$ cat config.mk
export PLATFORM = sky130hd
export DESIGN_NAME = hwpb_bridge
export DESIGN_NICKNAME = d
export VERILOG_FILES = /design/src/verilog/hwpb_pkg.sv /design/src/verilog/hwpb_sync.sv /design/src/verilog/hwpb_word_port.sv /design/src/verilog/hwpb_bridge.sv
export VERILOG_INCLUDE_DIRS = /design/src /design/src/verilog
export SDC_FILE = /design/constraint.sdc
export NUM_CORES = 1
export LEC_CHECK = 0
export BUFFER_PORTS_ARGS = -buffer_cell sky130_fd_sc_hd__buf_2
export CAP_MARGIN = 30
export CORE_MARGIN = 5
export CORE_UTILIZATION = 40
export DETAILED_ROUTE_END_ITERATION = 8
export GPL_TIMING_DRIVEN = 0
export PLACE_DENSITY = 0.68
export SLEW_MARGIN = 20
export SYNTH_ARGS = -nofsm -noshare
export SYNTH_HDL_FRONTEND = slang
export SYNTH_SLANG_ARGS = --single-unit
$ cat constraint.sdc
create_clock -name ref_clk -period 5.7 [get_ports ref_clk]
set_input_delay 0 -clock ref_clk [delete_from_list [all_inputs] [get_ports ref_clk]]
set_output_delay 0 -clock ref_clk [all_outputs]
set_load 0.01 [all_outputs]
$ cat src/verilog/hwpb_cfg.svh
`ifndef HWPB_CFG_SVH
`define HWPB_CFG_SVH

// ------------------------------------------------------------
// host i/o map (byte address = base + 4 * index)
// ------------------------------------------------------------
`define HWPB_BASE_LOW      16'h0150
`define HWPB_BASE_HIGH     16'h0200
`define HWPB_HOST_SPAN     16'h0080
`define HWPB_IDX_WPORT     8'h00
`define HWPB_IDX_RPORT     8'h01
`define HWPB_IDX_FLAGS     8'h02
`define HWPB_IDX_CTRL      8'h03
`define HWPB_IDX_ID        8'h11
`define HWPB_IDX_MODE      8'h14

// ------------------------------------------------------------
// processor external memory map
// ------------------------------------------------------------
`define HWPB_HALF_LO       16'h8000
`define HWPB_FLAGS_LO      16'h9000
`define HWPB_FLAGS_HI      16'hBFFF

// ------------------------------------------------------------
// field positions
// ------------------------------------------------------------
`define HWPB_FLG_SEND      0
`define HWPB_FLG_RECV      1
`define HWPB_FLG_BYTE      2
`define HWPB_MODE_BYTE     0
`define HWPB_CTL_RESET     0
`define HWPB_CTL_ANALYSE   1
`define HWPB_CTL_ERROR     2
`define HWPB_CTL_FTEST     3
`define HWPB_ID_PTYPE      0
`define HWPB_ID_MOFS       1

// ------------------------------------------------------------
// reset values and widths
// ------------------------------------------------------------
`define HWPB_WORD_W        16
`define HWPB_MODE_RST      1'b0
`define HWPB_CTL_RST       2'h0
`define HWPB_WORD_RST      16'h0000

`endif

$ cat src/verilog/hwpb_pkg.sv
package hwpb_pkg;

    // processor access sequencer, gray along idle-wait-done
    typedef enum logic [1:0] {
        PA_IDLE = 2'b00,
        PA_WAIT = 2'b01,
        PA_DONE = 2'b11
    } hwpb_pstate_type;

    typedef logic [15:0] hwpb_word_type;

endpackage

$ cat src/verilog/hwpb_sync.sv
`timescale 1ns/100ps

// two-stage synchroniser for pin inputs
module hwpb_sync #(
    parameter int W = 1
) (
    input  wire logic         ref_clk,
    input  wire logic         rstn,
    input  wire logic [W-1:0] pin,
    input  wire logic [W-1:0] rst_val,
    output logic      [W-1:0] sync
);
    logic [W-1:0] meta_q;
    logic [W-1:0] sync_q;

    // meta_q feeds sync_q only
    always_ff @(posedge ref_clk or negedge rstn) begin
        if (!rstn) begin
            meta_q <= '0;
            sync_q <= '0;
        end else begin
            meta_q <= pin;
            sync_q <= meta_q;
        end
    end

    // idle level of active-low pins is folded in after the stages
    assign sync = sync_q ^ rst_val;
endmodule

$ cat src/verilog/hwpb_word_port.sv
`timescale 1ns/100ps
`include "hwpb_cfg.svh"

// one-word holding port with full flag
module hwpb_word_port (
    input  wire logic                 ref_clk,
    input  wire logic                 rstn,
    input  wire logic                 load,
    input  wire hwpb_pkg::hwpb_word_type din,
    input  wire logic                 take,
    output hwpb_pkg::hwpb_word_type   dout,
    output logic                      full
);
    import hwpb_pkg::*;

    hwpb_word_type word_q;
    logic          full_q;

    // load sets full and wins over a take in the same cycle
    always_ff @(posedge ref_clk or negedge rstn) begin
        if (!rstn) begin
            word_q <= `HWPB_WORD_RST;
            full_q <= 1'b0;
        end else begin
            if (load) begin
                word_q <= din;
            end
            full_q <= load | (full_q & ~take);
        end
    end

    assign dout = word_q;
    assign full = full_q;
endmodule

$ cat src/verilog/hwpb_bridge.sv
// What this block does
// [RULE_01] two 16-bit host ports: write, read
// [RULE_02] processor reads in block return write port
// [RULE_03] processor writes in block fold to read port
// [RULE_04] host write waits until processor read
// [RULE_05] processor write waits until host read
// [RULE_06] every transfer moves one whole word
// [RULE_07] upper half of processor space is bridge
// [RULE_08] flags register at processor 9000-BFFF
// [RULE_09] slot 0 control from host or up port
// [RULE_10] slots 1-9 from subsystem or slot-0 source
// [RULE_11] host base 150 or 200 hex
// [RULE_12] link rate 20 or 10 Mbit/s
// [RULE_13] interrupt on channel 3, 7, or none
// [RULE_14] dma always on channel 1
// [RULE_15] factory test switches kept off
// [RULE_16] flags: send ready, receive ready, byte mode
// [RULE_17] mode bit 0 selects byte compatibility
// [RULE_18] count-prefixed blocks, at most 32 KB
// [RULE_19] both ports empty after reset
//
// Chosen here: the Wishbone slave port and the register offsets.
`timescale 1ns/100ps
`include "hwpb_cfg.svh"

module hwpb_bridge #(
    parameter logic PROC_TYPE = 1'b1
) (
    input  wire logic        ref_clk,
    input  wire logic        rstn,
    // host side, classic wishbone
    input  wire logic        wb_cyc_i,
    input  wire logic        wb_stb_i,
    input  wire logic        wb_we_i,
    input  wire logic [15:0] wb_adr_i,
    input  wire logic [3:0]  wb_sel_i,
    input  wire logic [31:0] wb_dat_i,
    output logic      [31:0] wb_dat_o,
    output logic             wb_ack_o,
    // processor external memory pins
    input  wire logic [15:0] proc_addr,
    input  wire logic        proc_rd_n,
    input  wire logic        proc_wr_n,
    input  wire logic [15:0] proc_data_i,
    output logic      [15:0] proc_data_o,
    output logic             proc_data_oe,
    output logic             proc_wait,
    // straps
    input  wire logic        slot0_control_select_switch,
    input  wire logic        upper_slots_control_select_switch,
    input  wire logic        io_base_select_switch,
    input  wire logic        link_rate_select_switch,
    input  wire logic        irq3_select_switch,
    input  wire logic        irq7_select_switch,
    input  wire logic        factory_test_switch,
    input  wire logic        factory_test_switch_b,
    // module control groups
    input  wire logic        up_reset,
    input  wire logic        up_analyse,
    output logic             up_error,
    input  wire logic        subsys_reset,
    input  wire logic        subsys_analyse,
    output logic             subsys_error,
    input  wire logic        slot0_error,
    input  wire logic        upper_error,
    output logic             slot0_reset,
    output logic             slot0_analyse,
    output logic             upper_reset,
    output logic             upper_analyse,
    // board level
    output logic             link_rate_10m,
    output logic             irq3,
    output logic             irq7,
    output logic             dma1_req
);
    import hwpb_pkg::*;

    // ------------------------------------------------------------
    // pin synchronisers
    // ------------------------------------------------------------
    logic [33:0] pbus_s;
    logic [13:0] pins_s;
    logic [15:0] pa_s;
    logic [15:0] pd_s;
    logic        prd_s;
    logic        pwr_s;

    // strobes are active low, but their sync bits reset to 1, which prd_s and pwr_s decode as active until the stages fill
    hwpb_sync #(.W(34)) u_sync_bus (
        .ref_clk (ref_clk),
        .rstn    (rstn),
        .pin     ({proc_addr, proc_data_i, proc_rd_n, proc_wr_n}),
        .rst_val (34'h000000003),
        .sync    (pbus_s)
    );

    hwpb_sync #(.W(14)) u_sync_pins (
        .ref_clk (ref_clk),
        .rstn    (rstn),
        .pin     ({slot0_control_select_switch, upper_slots_control_select_switch,
                   io_base_select_switch, link_rate_select_switch,
                   irq3_select_switch, irq7_select_switch,
                   factory_test_switch, factory_test_switch_b,
                   up_reset, up_analyse, subsys_reset, subsys_analyse,
                   slot0_error, upper_error}),
        .rst_val (14'h0000),
        .sync    (pins_s)
    );

    assign pa_s  = pbus_s[33:18];
    assign pd_s  = pbus_s[17:2];
    assign prd_s = ~pbus_s[1] ^ 1'b1;
    assign pwr_s = ~pbus_s[0] ^ 1'b1;

    wire sw_slot0  = pins_s[13];
    wire sw_upper  = pins_s[12];
    wire sw_base   = pins_s[11];
    wire sw_rate   = pins_s[10];
    wire sw_irq3   = pins_s[9];
    wire sw_irq7   = pins_s[8];
    wire sw_ftest  = pins_s[7] | pins_s[6];
    wire up_rst_s  = pins_s[5];
    wire up_ana_s  = pins_s[4];
    wire sub_rst_s = pins_s[3];
    wire sub_ana_s = pins_s[2];
    wire s0_err_s  = pins_s[1];
    wire up_err_s  = pins_s[0];

    // ------------------------------------------------------------
    // word ports
    // ------------------------------------------------------------
    hwpb_word_type wport_word;
    hwpb_word_type rport_word;
    logic          wport_full;
    logic          rport_full;
    logic          wport_load;
    logic          wport_take;
    logic          rport_load;
    logic          rport_take;

    // [RULE_19] ports start empty
    hwpb_word_port u_wport (
        .ref_clk (ref_clk),
        .rstn    (rstn),
        .load    (wport_load),
        .din     (wb_dat_i[15:0]),
        .take    (wport_take),
        .dout    (wport_word),
        .full    (wport_full)
    );

    hwpb_word_port u_rport (
        .ref_clk (ref_clk),
        .rstn    (rstn),
        .load    (rport_load),
        .din     (pd_s),
        .take    (rport_take),
        .dout    (rport_word),
        .full    (rport_full)
    );

    // ------------------------------------------------------------
    // host decode
    // ------------------------------------------------------------
    logic        mode_byte_q;
    logic [1:0]  ctl_q;
    logic [31:0] wb_dat_q;
    logic        wb_ack_q;

    // [RULE_11] base from strap
    wire [15:0] base    = sw_base ? `HWPB_BASE_HIGH : `HWPB_BASE_LOW;
    wire [15:0] off     = wb_adr_i - base;
    wire        in_win  = (wb_adr_i >= base) && (off < `HWPB_HOST_SPAN);
    wire [7:0]  idx     = {3'h0, off[6:2]};
    wire        req     = wb_cyc_i & wb_stb_i & ~wb_ack_q;
    wire        wr_req  = req & wb_we_i & in_win;
    wire        rd_req  = req & ~wb_we_i & in_win;
    wire        word_ok = &wb_sel_i[1:0];

    function automatic logic hit(input logic [7:0] i, input logic [7:0] k);
        hit = (i == k);
    endfunction

    // [RULE_01] write port / read port objects
    wire host_wp = wr_req & hit(idx, `HWPB_IDX_WPORT);
    wire host_rp = rd_req & hit(idx, `HWPB_IDX_RPORT);

    // [RULE_04] write to full write port holds ack back
    wire host_stall = host_wp & word_ok & wport_full;

    // [RULE_06] only whole-word writes reach the port
    assign wport_load = host_wp & word_ok & ~wport_full;
    assign rport_take = host_rp & word_ok;

    wire mode_wr = wr_req & wb_sel_i[0] & hit(idx, `HWPB_IDX_MODE);
    wire ctl_wr  = wr_req & wb_sel_i[0] & hit(idx, `HWPB_IDX_CTRL);

    // [RULE_16] flags as seen from either side
    wire [15:0] flags = {13'h0000, mode_byte_q, wport_full, ~rport_full};

    wire [15:0] ctl_rd = {12'h000, sw_ftest, s0_err_s, ctl_q};
    wire [15:0] id_rd  = {14'h0000, 1'b0, PROC_TYPE};

    wire [15:0] host_rd =
        hit(idx, `HWPB_IDX_RPORT) ? rport_word :
        hit(idx, `HWPB_IDX_FLAGS) ? flags :
        hit(idx, `HWPB_IDX_CTRL)  ? ctl_rd :
        hit(idx, `HWPB_IDX_ID)    ? id_rd : 16'h0000;

    // ack one cycle after the request, later while stalled
    always_ff @(posedge ref_clk or negedge rstn) begin
        if (!rstn) begin
            wb_ack_q <= 1'b0;
            wb_dat_q <= 32'h00000000;
        end else begin
            wb_ack_q <= req & ~host_stall;
            wb_dat_q <= (rd_req & ~host_stall) ? {16'h0000, host_rd} : 32'h00000000;
        end
    end

    // [RULE_17] mode bit 0 picks byte compatibility
    always_ff @(posedge ref_clk or negedge rstn) begin
        if (!rstn) begin
            mode_byte_q <= `HWPB_MODE_RST;
            ctl_q       <= `HWPB_CTL_RST;
        end else begin
            if (mode_wr) begin
                mode_byte_q <= wb_dat_i[`HWPB_MODE_BYTE];
            end
            if (ctl_wr) begin
                ctl_q <= wb_dat_i[1:0];
            end
        end
    end

    assign wb_ack_o = wb_ack_q;
    assign wb_dat_o = wb_dat_q;

    // ------------------------------------------------------------
    // processor decode
    // ------------------------------------------------------------
    // [RULE_07] upper half of the space belongs to the bridge
    // [RULE_18] which caps a block at 32 KB
    wire p_half  = pa_s >= `HWPB_HALF_LO;
    // [RULE_08] flags range
    wire p_flags = (pa_s >= `HWPB_FLAGS_LO) && (pa_s <= `HWPB_FLAGS_HI);
    wire p_port  = p_half & ~p_flags;

    hwpb_pstate_type ps_q;
    hwpb_pstate_type ps_d;
    logic [15:0]     pdo_q;
    logic            poe_q;
    logic            pwait_q;

    wire p_rd = prd_s & p_half;
    wire p_wr = pwr_s & p_port;

    // [RULE_02] any read in the block outside the flags range gets the write port word
    wire pread_port = (ps_q == PA_IDLE) & p_rd & p_port;
    assign wport_take = pread_port;

    // [RULE_03] any write in the block outside the flags range lands in the read port
    // [RULE_05] write waits while the read port is full
    wire pwr_go = p_wr & ~rport_full &
                  ((ps_q == PA_IDLE) | (ps_q == PA_WAIT));
    assign rport_load = pwr_go;

    wire strobe_off = ~prd_s & ~pwr_s;

    always_comb begin
        ps_d = ps_q;
        unique case (ps_q)
            PA_IDLE: begin
                if (p_rd | (pwr_s & p_half & ~p_wr) | pwr_go) begin
                    ps_d = PA_DONE;
                end else if (p_wr) begin
                    ps_d = PA_WAIT;
                end
            end
            PA_WAIT: begin
                if (pwr_go) begin
                    ps_d = PA_DONE;
                end else if (~pwr_s) begin
                    ps_d = PA_IDLE;
                end
            end
            PA_DONE: begin
                if (strobe_off) begin
                    ps_d = PA_IDLE;
                end
            end
            default: ps_d = PA_IDLE; // unused code recovers to idle
        endcase
    end

    wire [15:0] pdo_d  = p_flags ? flags : wport_word;
    wire        poe_d  = (ps_q == PA_IDLE) ? p_rd : (poe_q & prd_s);

    // sequencer and pin outputs
    always_ff @(posedge ref_clk or negedge rstn) begin
        if (!rstn) begin
            ps_q    <= PA_IDLE;
            pdo_q   <= `HWPB_WORD_RST;
            poe_q   <= 1'b0;
            pwait_q <= 1'b0;
        end else begin
            ps_q    <= ps_d;
            poe_q   <= poe_d;
            pwait_q <= (ps_d == PA_WAIT);
            if (ps_q == PA_IDLE && p_rd) begin
                pdo_q <= pdo_d;
            end
        end
    end

    assign proc_data_o  = pdo_q;
    assign proc_data_oe = poe_q;
    assign proc_wait    = pwait_q;

    // ------------------------------------------------------------
    // control routing and board level outputs
    // ------------------------------------------------------------
    // [RULE_09] slot 0 source
    wire s0_rst_d = sw_slot0 ? up_rst_s : ctl_q[`HWPB_CTL_RESET];
    wire s0_ana_d = sw_slot0 ? up_ana_s : ctl_q[`HWPB_CTL_ANALYSE];
    // [RULE_10] upper slots source
    wire u_rst_d  = sw_upper ? s0_rst_d : sub_rst_s;
    wire u_ana_d  = sw_upper ? s0_ana_d : sub_ana_s;
    wire err_all  = s0_err_s | (sw_upper & up_err_s);
    // [RULE_13] interrupt routing, both on counts as disabled
    wire irq_evt  = rport_full | ~wport_full;
    // [RULE_14] dma request only in byte mode, channel 1
    wire dma_d    = mode_byte_q & rport_full;

    // [RULE_12] link rate strap
    // [RULE_15] factory test straps shown in control reg only
    always_ff @(posedge ref_clk or negedge rstn) begin
        if (!rstn) begin
            slot0_reset   <= 1'b0;
            slot0_analyse <= 1'b0;
            upper_reset   <= 1'b0;
            upper_analyse <= 1'b0;
            up_error      <= 1'b0;
            subsys_error  <= 1'b0;
            link_rate_10m <= 1'b0;
            irq3          <= 1'b0;
            irq7          <= 1'b0;
            dma1_req      <= 1'b0;
        end else begin
            slot0_reset   <= s0_rst_d;
            slot0_analyse <= s0_ana_d;
            upper_reset   <= u_rst_d;
            upper_analyse <= u_ana_d;
            up_error      <= sw_slot0 & err_all;
            subsys_error  <= ~sw_upper & up_err_s;
            link_rate_10m <= sw_rate;
            irq3          <= irq_evt & sw_irq3 & ~sw_irq7;
            irq7          <= irq_evt & sw_irq7 & ~sw_irq3;
            dma1_req      <= dma_d;
        end
    end
endmodule

==> impl_metrics.ini, run 1 <==
[detailed_routing]
dr_total_vias = 3573
drt_wl_total_um = 11600
drtAntennaViolNets = 0
viasPerCell = 4.59
firstDrtPassIters = 4
drt_iter0_drc = 156
drc = 0
wl_per_cell_um = 14.8

[yosys]
synth_area_leader_cell = dfrtp_1
postSynth.asyncResetShare = 1.00
yosys_register_bits = 156
yosysWarnings = 0
synth.most_common_cell = dfrtp_1
synth_top_flop_cell = dfrtp_1
seq_area_frac_synth = 0.702
netlist_area_mm2 = 0.00556
synth_cell_type_count = 51
synth_edf_count = 0
yosysTopAreaCellShare = 0.702
ys_top_cells_by_count = dfrtp_1 (156), mux2_2 (32), nand2_1 (21), nor2_1 (21), buf_4 (16)
syn_avg_cell_area_um2 = 14.7
yosys-top-cells-area = dfrtp_1 (70%), mux2_2 (6.5%), mux2_4 (2.4%)
synthCells = 378

[place]
portBuffers = 116
gp_congestion = 0.789
dpl.hpwl_um = 7950

[timing]
hold_violations = 0
max_freq_ghz = 0.353
slew_headroom = 0.599
finalSetupViolations = 0
totalNegativeSetupSlack_ps = 0
slew_violations = 0
tightest_slew_ps = 601
finalCritPeriodShare = 0.496
holdWs_ps = 27.7
fin_skew_ps = 13.8
min_period_ps = 2830
rsz0062_at_grt = no

[critical_path]
path_common_cell = ha_1
critPathRequiredTime_ps = 6050
critPathMaxStageDelay_ps = 590
crit_path_end_kind = flip-flop
r2r_setup_slack_ps = 2870
critPathTopFamily = simple AND/OR/NAND/NOR gates
path_class = reg -> reg
path_cells = inv_1, ha_1, ha_1, xor2_1, nand3_1, nor3b_1, clkbuf_1, nand2_1, nor2_1
crit_path_max_fanout = 10
r2r-start = u_sync_pins.sync_q[11]
cp_num_buf_inv = 2
rr_worst_depth = 9
cp_slowest_cell = nor3b_1
reg2reg_to = wb_dat_o[14]
worst_setup_path_start_kind = flip-flop
worstPathArrival_ps = 3180

[power_and_ir_drop]
p_per_area_mw_per_mm2 = 351
total_leakage_power_nw = 3.79
vdd_ir_drop_max_uv = 274

[cells_and_area]
fillers = 1137
insertedDiodeCount = 0
drive_gt1_frac = 0.361
seqCellArea_mm2 = 0.00390
nNetsFinal = 696
area_delta_synth_final_pct = 37.1
final_util = 0.554
multi_input_area_mm2 = 0.00152

[grt]
antenna_found_initial = 0
grt_overflow = 0
grt_pass1_vias = 3811
grtUsageTotal = 0.152
grt_max_degree = 82
grt_pass1_wl_um = 19300

[cts]
numClockSinks = 156
cts_tree = built
numCtsBuffers = 17
htree_levels = 4
cts_resized = 0
path_clk_slew_ps = 70
clk_latency_ps = 430
clk_path_buf_depth = 2
clock-root-buffer = clkbuf_16

[hold_path]
hold_path_depth = 3
min_from = wb_adr_i[2]
min_to = wb_dat_o[3]
hp-class = in -> reg

[job]
timing.max_cap.violations = 0

[die]
rows = 43
io_pins = 166
die_w_um = 128
core_area_mm2 = 0.0138
initial_core_util = 0.404
die-area_mm2 = 0.0164
die_y_um = 128

[status]
status = completed
-- sequential cells by signal, summed over array words and instances, names as in the netlist, 2 cells and up --
signal              flops
u_sync_bus.meta_q      22
u_sync_bus.sync_q      22
proc_data_o            16
u_rport.dout           16
u_wport.dout           16
wb_dat_o               16
u_sync_pins.meta_q     14
u_sync_pins.sync_q     14
ctl_q                   2
ps_q                    2
-- stage by stage --
stage	power [W]	cells	setup slack, ps	area, um^2
final	0.00268	779	2870	7630
after global routing	0.00281	779	2680	7630
after CTS	0.00271	778	2850	7620
after detailed placement	0.00156	690	2860	6460
after global placement	0.00154	689	2520	6430
after floorplan	0.00144	393	3160	5620
-- logic make-up after synthesis --
family          share of synthesized area
buf+inv                            0.0355
compound gates                     0.0744
mux                                0.0962
xor+xnor                          0.00157
other cells                      0.000674
fa+ha+maj                          0.0112
flops                               0.702
simple gates                       0.0787
-- area by class of cell --
cell class              count  area share
multi-input cells         203       0.199
inverters                   7     0.00344
flip-flops and latches    156       0.512
repair buffers            174       0.155
clock buffers              17      0.0558
plain buffers              27      0.0225
clock inverters            15      0.0226
well taps                 180      0.0295
-- timing repair --
action / 4_1_cts / 5_1_grt
buffers inserted: 0 / 0
hold buffers: 56 / 0
hold endpoints to repair: 142 / 0
-- where the power goes --
part	internal, W	switching (W)
combinational	0.000153	0.000137
sequential	0.00121	0.0000641
clock	0.000625	0.000488
total	0.00199	0.000689
-- worst max path at each step --
stage / startpoint / endpoint / cells past startpoint
detailed placement: u_sync_pins.sync_q[11] / u_wport.dout[9] / 10
floorplan: u_sync_pins.sync_q[11] / u_wport.dout[10] / 10
finish: u_sync_pins.sync_q[11] / wb_dat_o[14] / 9
global route: u_sync_pins.sync_q[11] / wb_dat_o[14] / 9
global placement: rstn / u_wport.dout[10] / 1
CTS: u_sync_pins.sync_q[11] / u_wport.dout[11] / 10
-- routing by layer --
metal	track usage	wire, um	up-vias
li1	-	-	1697
met1	0.186	4970	1749
met2	0.253	5720	107
met3	0.0442	627	20
met4	0.0624	238	0
met5	0	0	-
-- worst register-to-register path: stages, from the launching register on --
cell and delay, ps:
dfrtp_1 400, inv_1 90, ha_1 180, ha_1 190, xor2_1 320, nand3_1 310
nor3b_1 590, clkbuf_1 430, nand2_1 120, nor2_1 140
-- cell usage in the layout (no fill, tap or decap), types with 3 or more instances in the layout --
cell / n
a21o_1: 4
a21oi_1: 8
a22o_1: 13
buf_2: 118
buf_4: 16
clkbuf_1: 8
clkbuf_16: 17
clkinv_4: 3
conb_1: 16
dfrtp_1: 156
dlygate4sd3_1: 56
ha_1: 5
inv_1: 7
inv_6: 7
mux2_2: 32
mux2_4: 9
mux2i_1: 4
nand2_1: 21
nand2b_1: 5
nand3_1: 6
nor2_1: 21
nor2b_1: 5
nor3_1: 5
nor3b_1: 4
o21ai_0: 8
Note: power is estimated with default switching activity, not from simulation.
==> run 2, diff against run 1 <==
ABC_AREA = 1   (was unset)
PLACE_DENSITY = 0.7   (was 0.68)
clock period = 2.5 ns   (was 5.7 ns; I/O delays follow)
==> run 2 against run 1 <==
Against the previous run:
- combinational power is 98% higher
- clock skew is 1.6 ps lower
- largest cell class unchanged
- synthesized cell count is 43% higher
- critical path type unchanged
- synthesized area is 4.8% higher
- highest routed layer unchanged
- worst hold slack better by 69 ps
- worst setup slack worse by 2700 ps
- register-to-register slack worse by 2700 ps
- clock-buffer cell count is 1 higher
==> impl_metrics.ini, run 2 <==
[cells_and_area]
multi_input_area_mm2 = 0.00170
area_delta_synth_final_pct = 38.6
insertedDiodeCount = 0
fillers = 1224
top_regs = u_sync_bus.meta_q (22), u_sync_bus.sync_q (22)
drive_gt1_frac = 0.296
design_area_mm2 = 0.00808
seqCellArea_mm2 = 0.00390
layout_commonest_cell = dfrtp_1
nNetsFinal = 871
fin_cells = 958
layout.cells.most_common_list = dfrtp_1 (156), nand2_1 (141), buf_2 (118), dlygate4sd3_1 (57), inv_1 (45)

[detailed_routing]
dr_total_vias = 4308
drt_wl_total_um = 12600
drtAntennaViolNets = 0
wl_per_cell_um = 13.2
drt_iter0_drc = 199
firstDrtPassIters = 5
viasPerCell = 4.50
drc = 0

[yosys]
ys_top_cells_by_count = dfrtp_1 (156), nand2_1 (146), inv_1 (46)
yosysWarnings = 0
synth_area_leader_cell = dfrtp_1
seq_area_frac_synth = 0.670
yosysTopAreaCellShare = 0.670
synthCells = 542
postSynth.asyncResetShare = 1.00
syn_avg_cell_area_um2 = 10.8
yosys_register_bits = 156
netlist_area_mm2 = 0.00583
synth_cell_type_count = 34
synth.most_common_cell = dfrtp_1
yosys-top-cells-area = dfrtp_1 (67%), nand2_1 (9.4%), mux2_2 (3.3%)
synth_top_flop_cell = dfrtp_1
synth_edf_count = 0

[place]
portBuffers = 117
place_ws_ps = 105
dpl.cell_count = 859
place_area_mm2 = 0.00674
gp_congestion = 0.822
dpl.hpwl_um = 8360

[die]
initial_core_util = 0.404
die_w_um = 131
die_y_um = 131
core_area_mm2 = 0.0144
rows = 44
die-area_mm2 = 0.0171
io_pins = 166

[cts]
htree_levels = 4
numCtsBuffers = 17
clk_path_buf_depth = 2
cts_tree = built
clock-root-buffer = clkbuf_16
path_clk_slew_ps = 70
numClockSinks = 156
clk_latency_ps = 420

[timing]
tightest_slew_ps = 554
hold_violations = 0
finalSetupViolations = 0
min_period_ps = 2350
fin_skew_ps = 12.2
slew_violations = 0
postLayoutSetupSlackWorst_ps = 149
finalCritPeriodShare = 0.940
totalNegativeSetupSlack_ps = 0
slew_headroom = 0.629
max_freq_ghz = 0.425

[critical_path]
critPathRequiredTime_ps = 2800
crit_path_end_kind = flip-flop
rr_worst_depth = 18
crit_path_max_fanout = 6
worst_setup_path_start_kind = flip-flop
worstPathArrival_ps = 2650
path_class = reg -> reg

[power_and_ir_drop]
swShare = 0.258
p_per_area_mw_per_mm2 = 704
p_switching_w = 0.00147
p_comb_frac = 0.101
pwr-share-seq = 0.473
power.internal_w = 0.00422
vdd_ir_drop_max_uv = 614
power_frac_clock = 0.426
total_leakage_power_nw = 4.24

[status]
status = completed

[grt]
grt_overflow = 0
grt_pass1_vias = 4095
grtUsageTotal = 0.153
grt_pass1_wl_um = 19900
grt_max_degree = 83
antenna_found_initial = 0

[job]
timing.max_cap.violations = 0

[hold_path]
hp-class = in -> reg
hold_path_depth = 6
-- run 2: layout make-up --
class,count,area share
Buffer,27,0.0235
Clock buffer,18,0.0544
Timing Repair Buffer,185,0.162
Inverter,51,0.0237
Tap cell,184,0.0285
Sequential cell,156,0.483
Clock inverter,14,0.0153
Multi-Input combinational cell,323,0.210
-- run 2: cell families after synthesis --
kind of cell | after synthesis | share of synthesized area
AOI/OAI and AO/OA | 29 | 0.0270
xor gates and xnor gates | 1 | 0.00150
adders and majority gates | 5 | 0.0107
buffers and inverters | 78 | 0.0637
DFF | 156 | 0.670
muxes | 17 | 0.0328
other | 1 | 0.000643
and+or+nand+nor | 255 | 0.194
-- run 2: per-stage QoR --
stage	power [W]	hold slack (ps)	utilization
floorplan	0.00298	-296	-
finish	0.00569	96.4	0.560
detailed placement	0.00322	9.40	0.467
CTS	0.00573	69.1	0.546
global route	0.00595	128	0.560
global placement	0.00320	107	0.465
-- run 2: worst max-delay path, stage by stage (launching register included) --
cell,delay (ps)
dfrtp_1,400
inv_2,80
ha_4,170
buf_4,120
nand2_1,60
nand2_1,80
nand2_2,100
nand2_1,70
nand2_1,80
nand2_1,70
nand2_1,60
nand2_1,40
nand2_1,120
nand3_1,140
nor2_4,180
nand3_4,160
clkbuf_16,200
nand2_1,50
nand2_1,40
-- run 2: power by group through the flow --
stage               Sequential [W]  Combinational (W)  Clock [W]
floorplan                  0.00274           0.000242          0
global placement           0.00273           0.000467          0
detailed placement         0.00274           0.000482          0
CTS                        0.00269           0.000553    0.00249
global route               0.00270           0.000655    0.00260
finish                     0.00269           0.000575    0.00242
-- run 2: final timing paths --
path,end,slack [ps],start
setup reg to reg,u_wport.dout[6],150,u_sync_pins.sync_q[11]
hold / removal,mode_byte_q,100,wb_adr_i[2]
max in group asynchronous,mode_byte_q,1590,rstn
setup / recovery,u_wport.dout[6],150,u_sync_pins.sync_q[11]
min in group asynchronous,u_sync_bus.meta_q[11],130,rstn
hold reg to reg,u_sync_pins.sync_q[10],350,u_sync_pins.meta_q[10]
-- run 2: per-layer routing --
layer / vias to the layer above / part of all wire / wire [um] / track usage
li1: 2142 / - / - / -
met5: - / 0 / 0 / 0
met3: 11 / 0.063 / 792 / 0.0476
met2: 119 / 0.49 / 6220 / 0.247
met4: 0 / 0.012 / 149 / 0.0551
met1: 2036 / 0.43 / 5460 / 0.195
-- run 2: timing repair --
item                                   in CTS  in global routing
endpoints found under the hold margin     137                  0
hold buffers                               57                  0
setup buffers                               0                  9
resized for setup                           0                 24
setup endpoints to repair                   0                 31
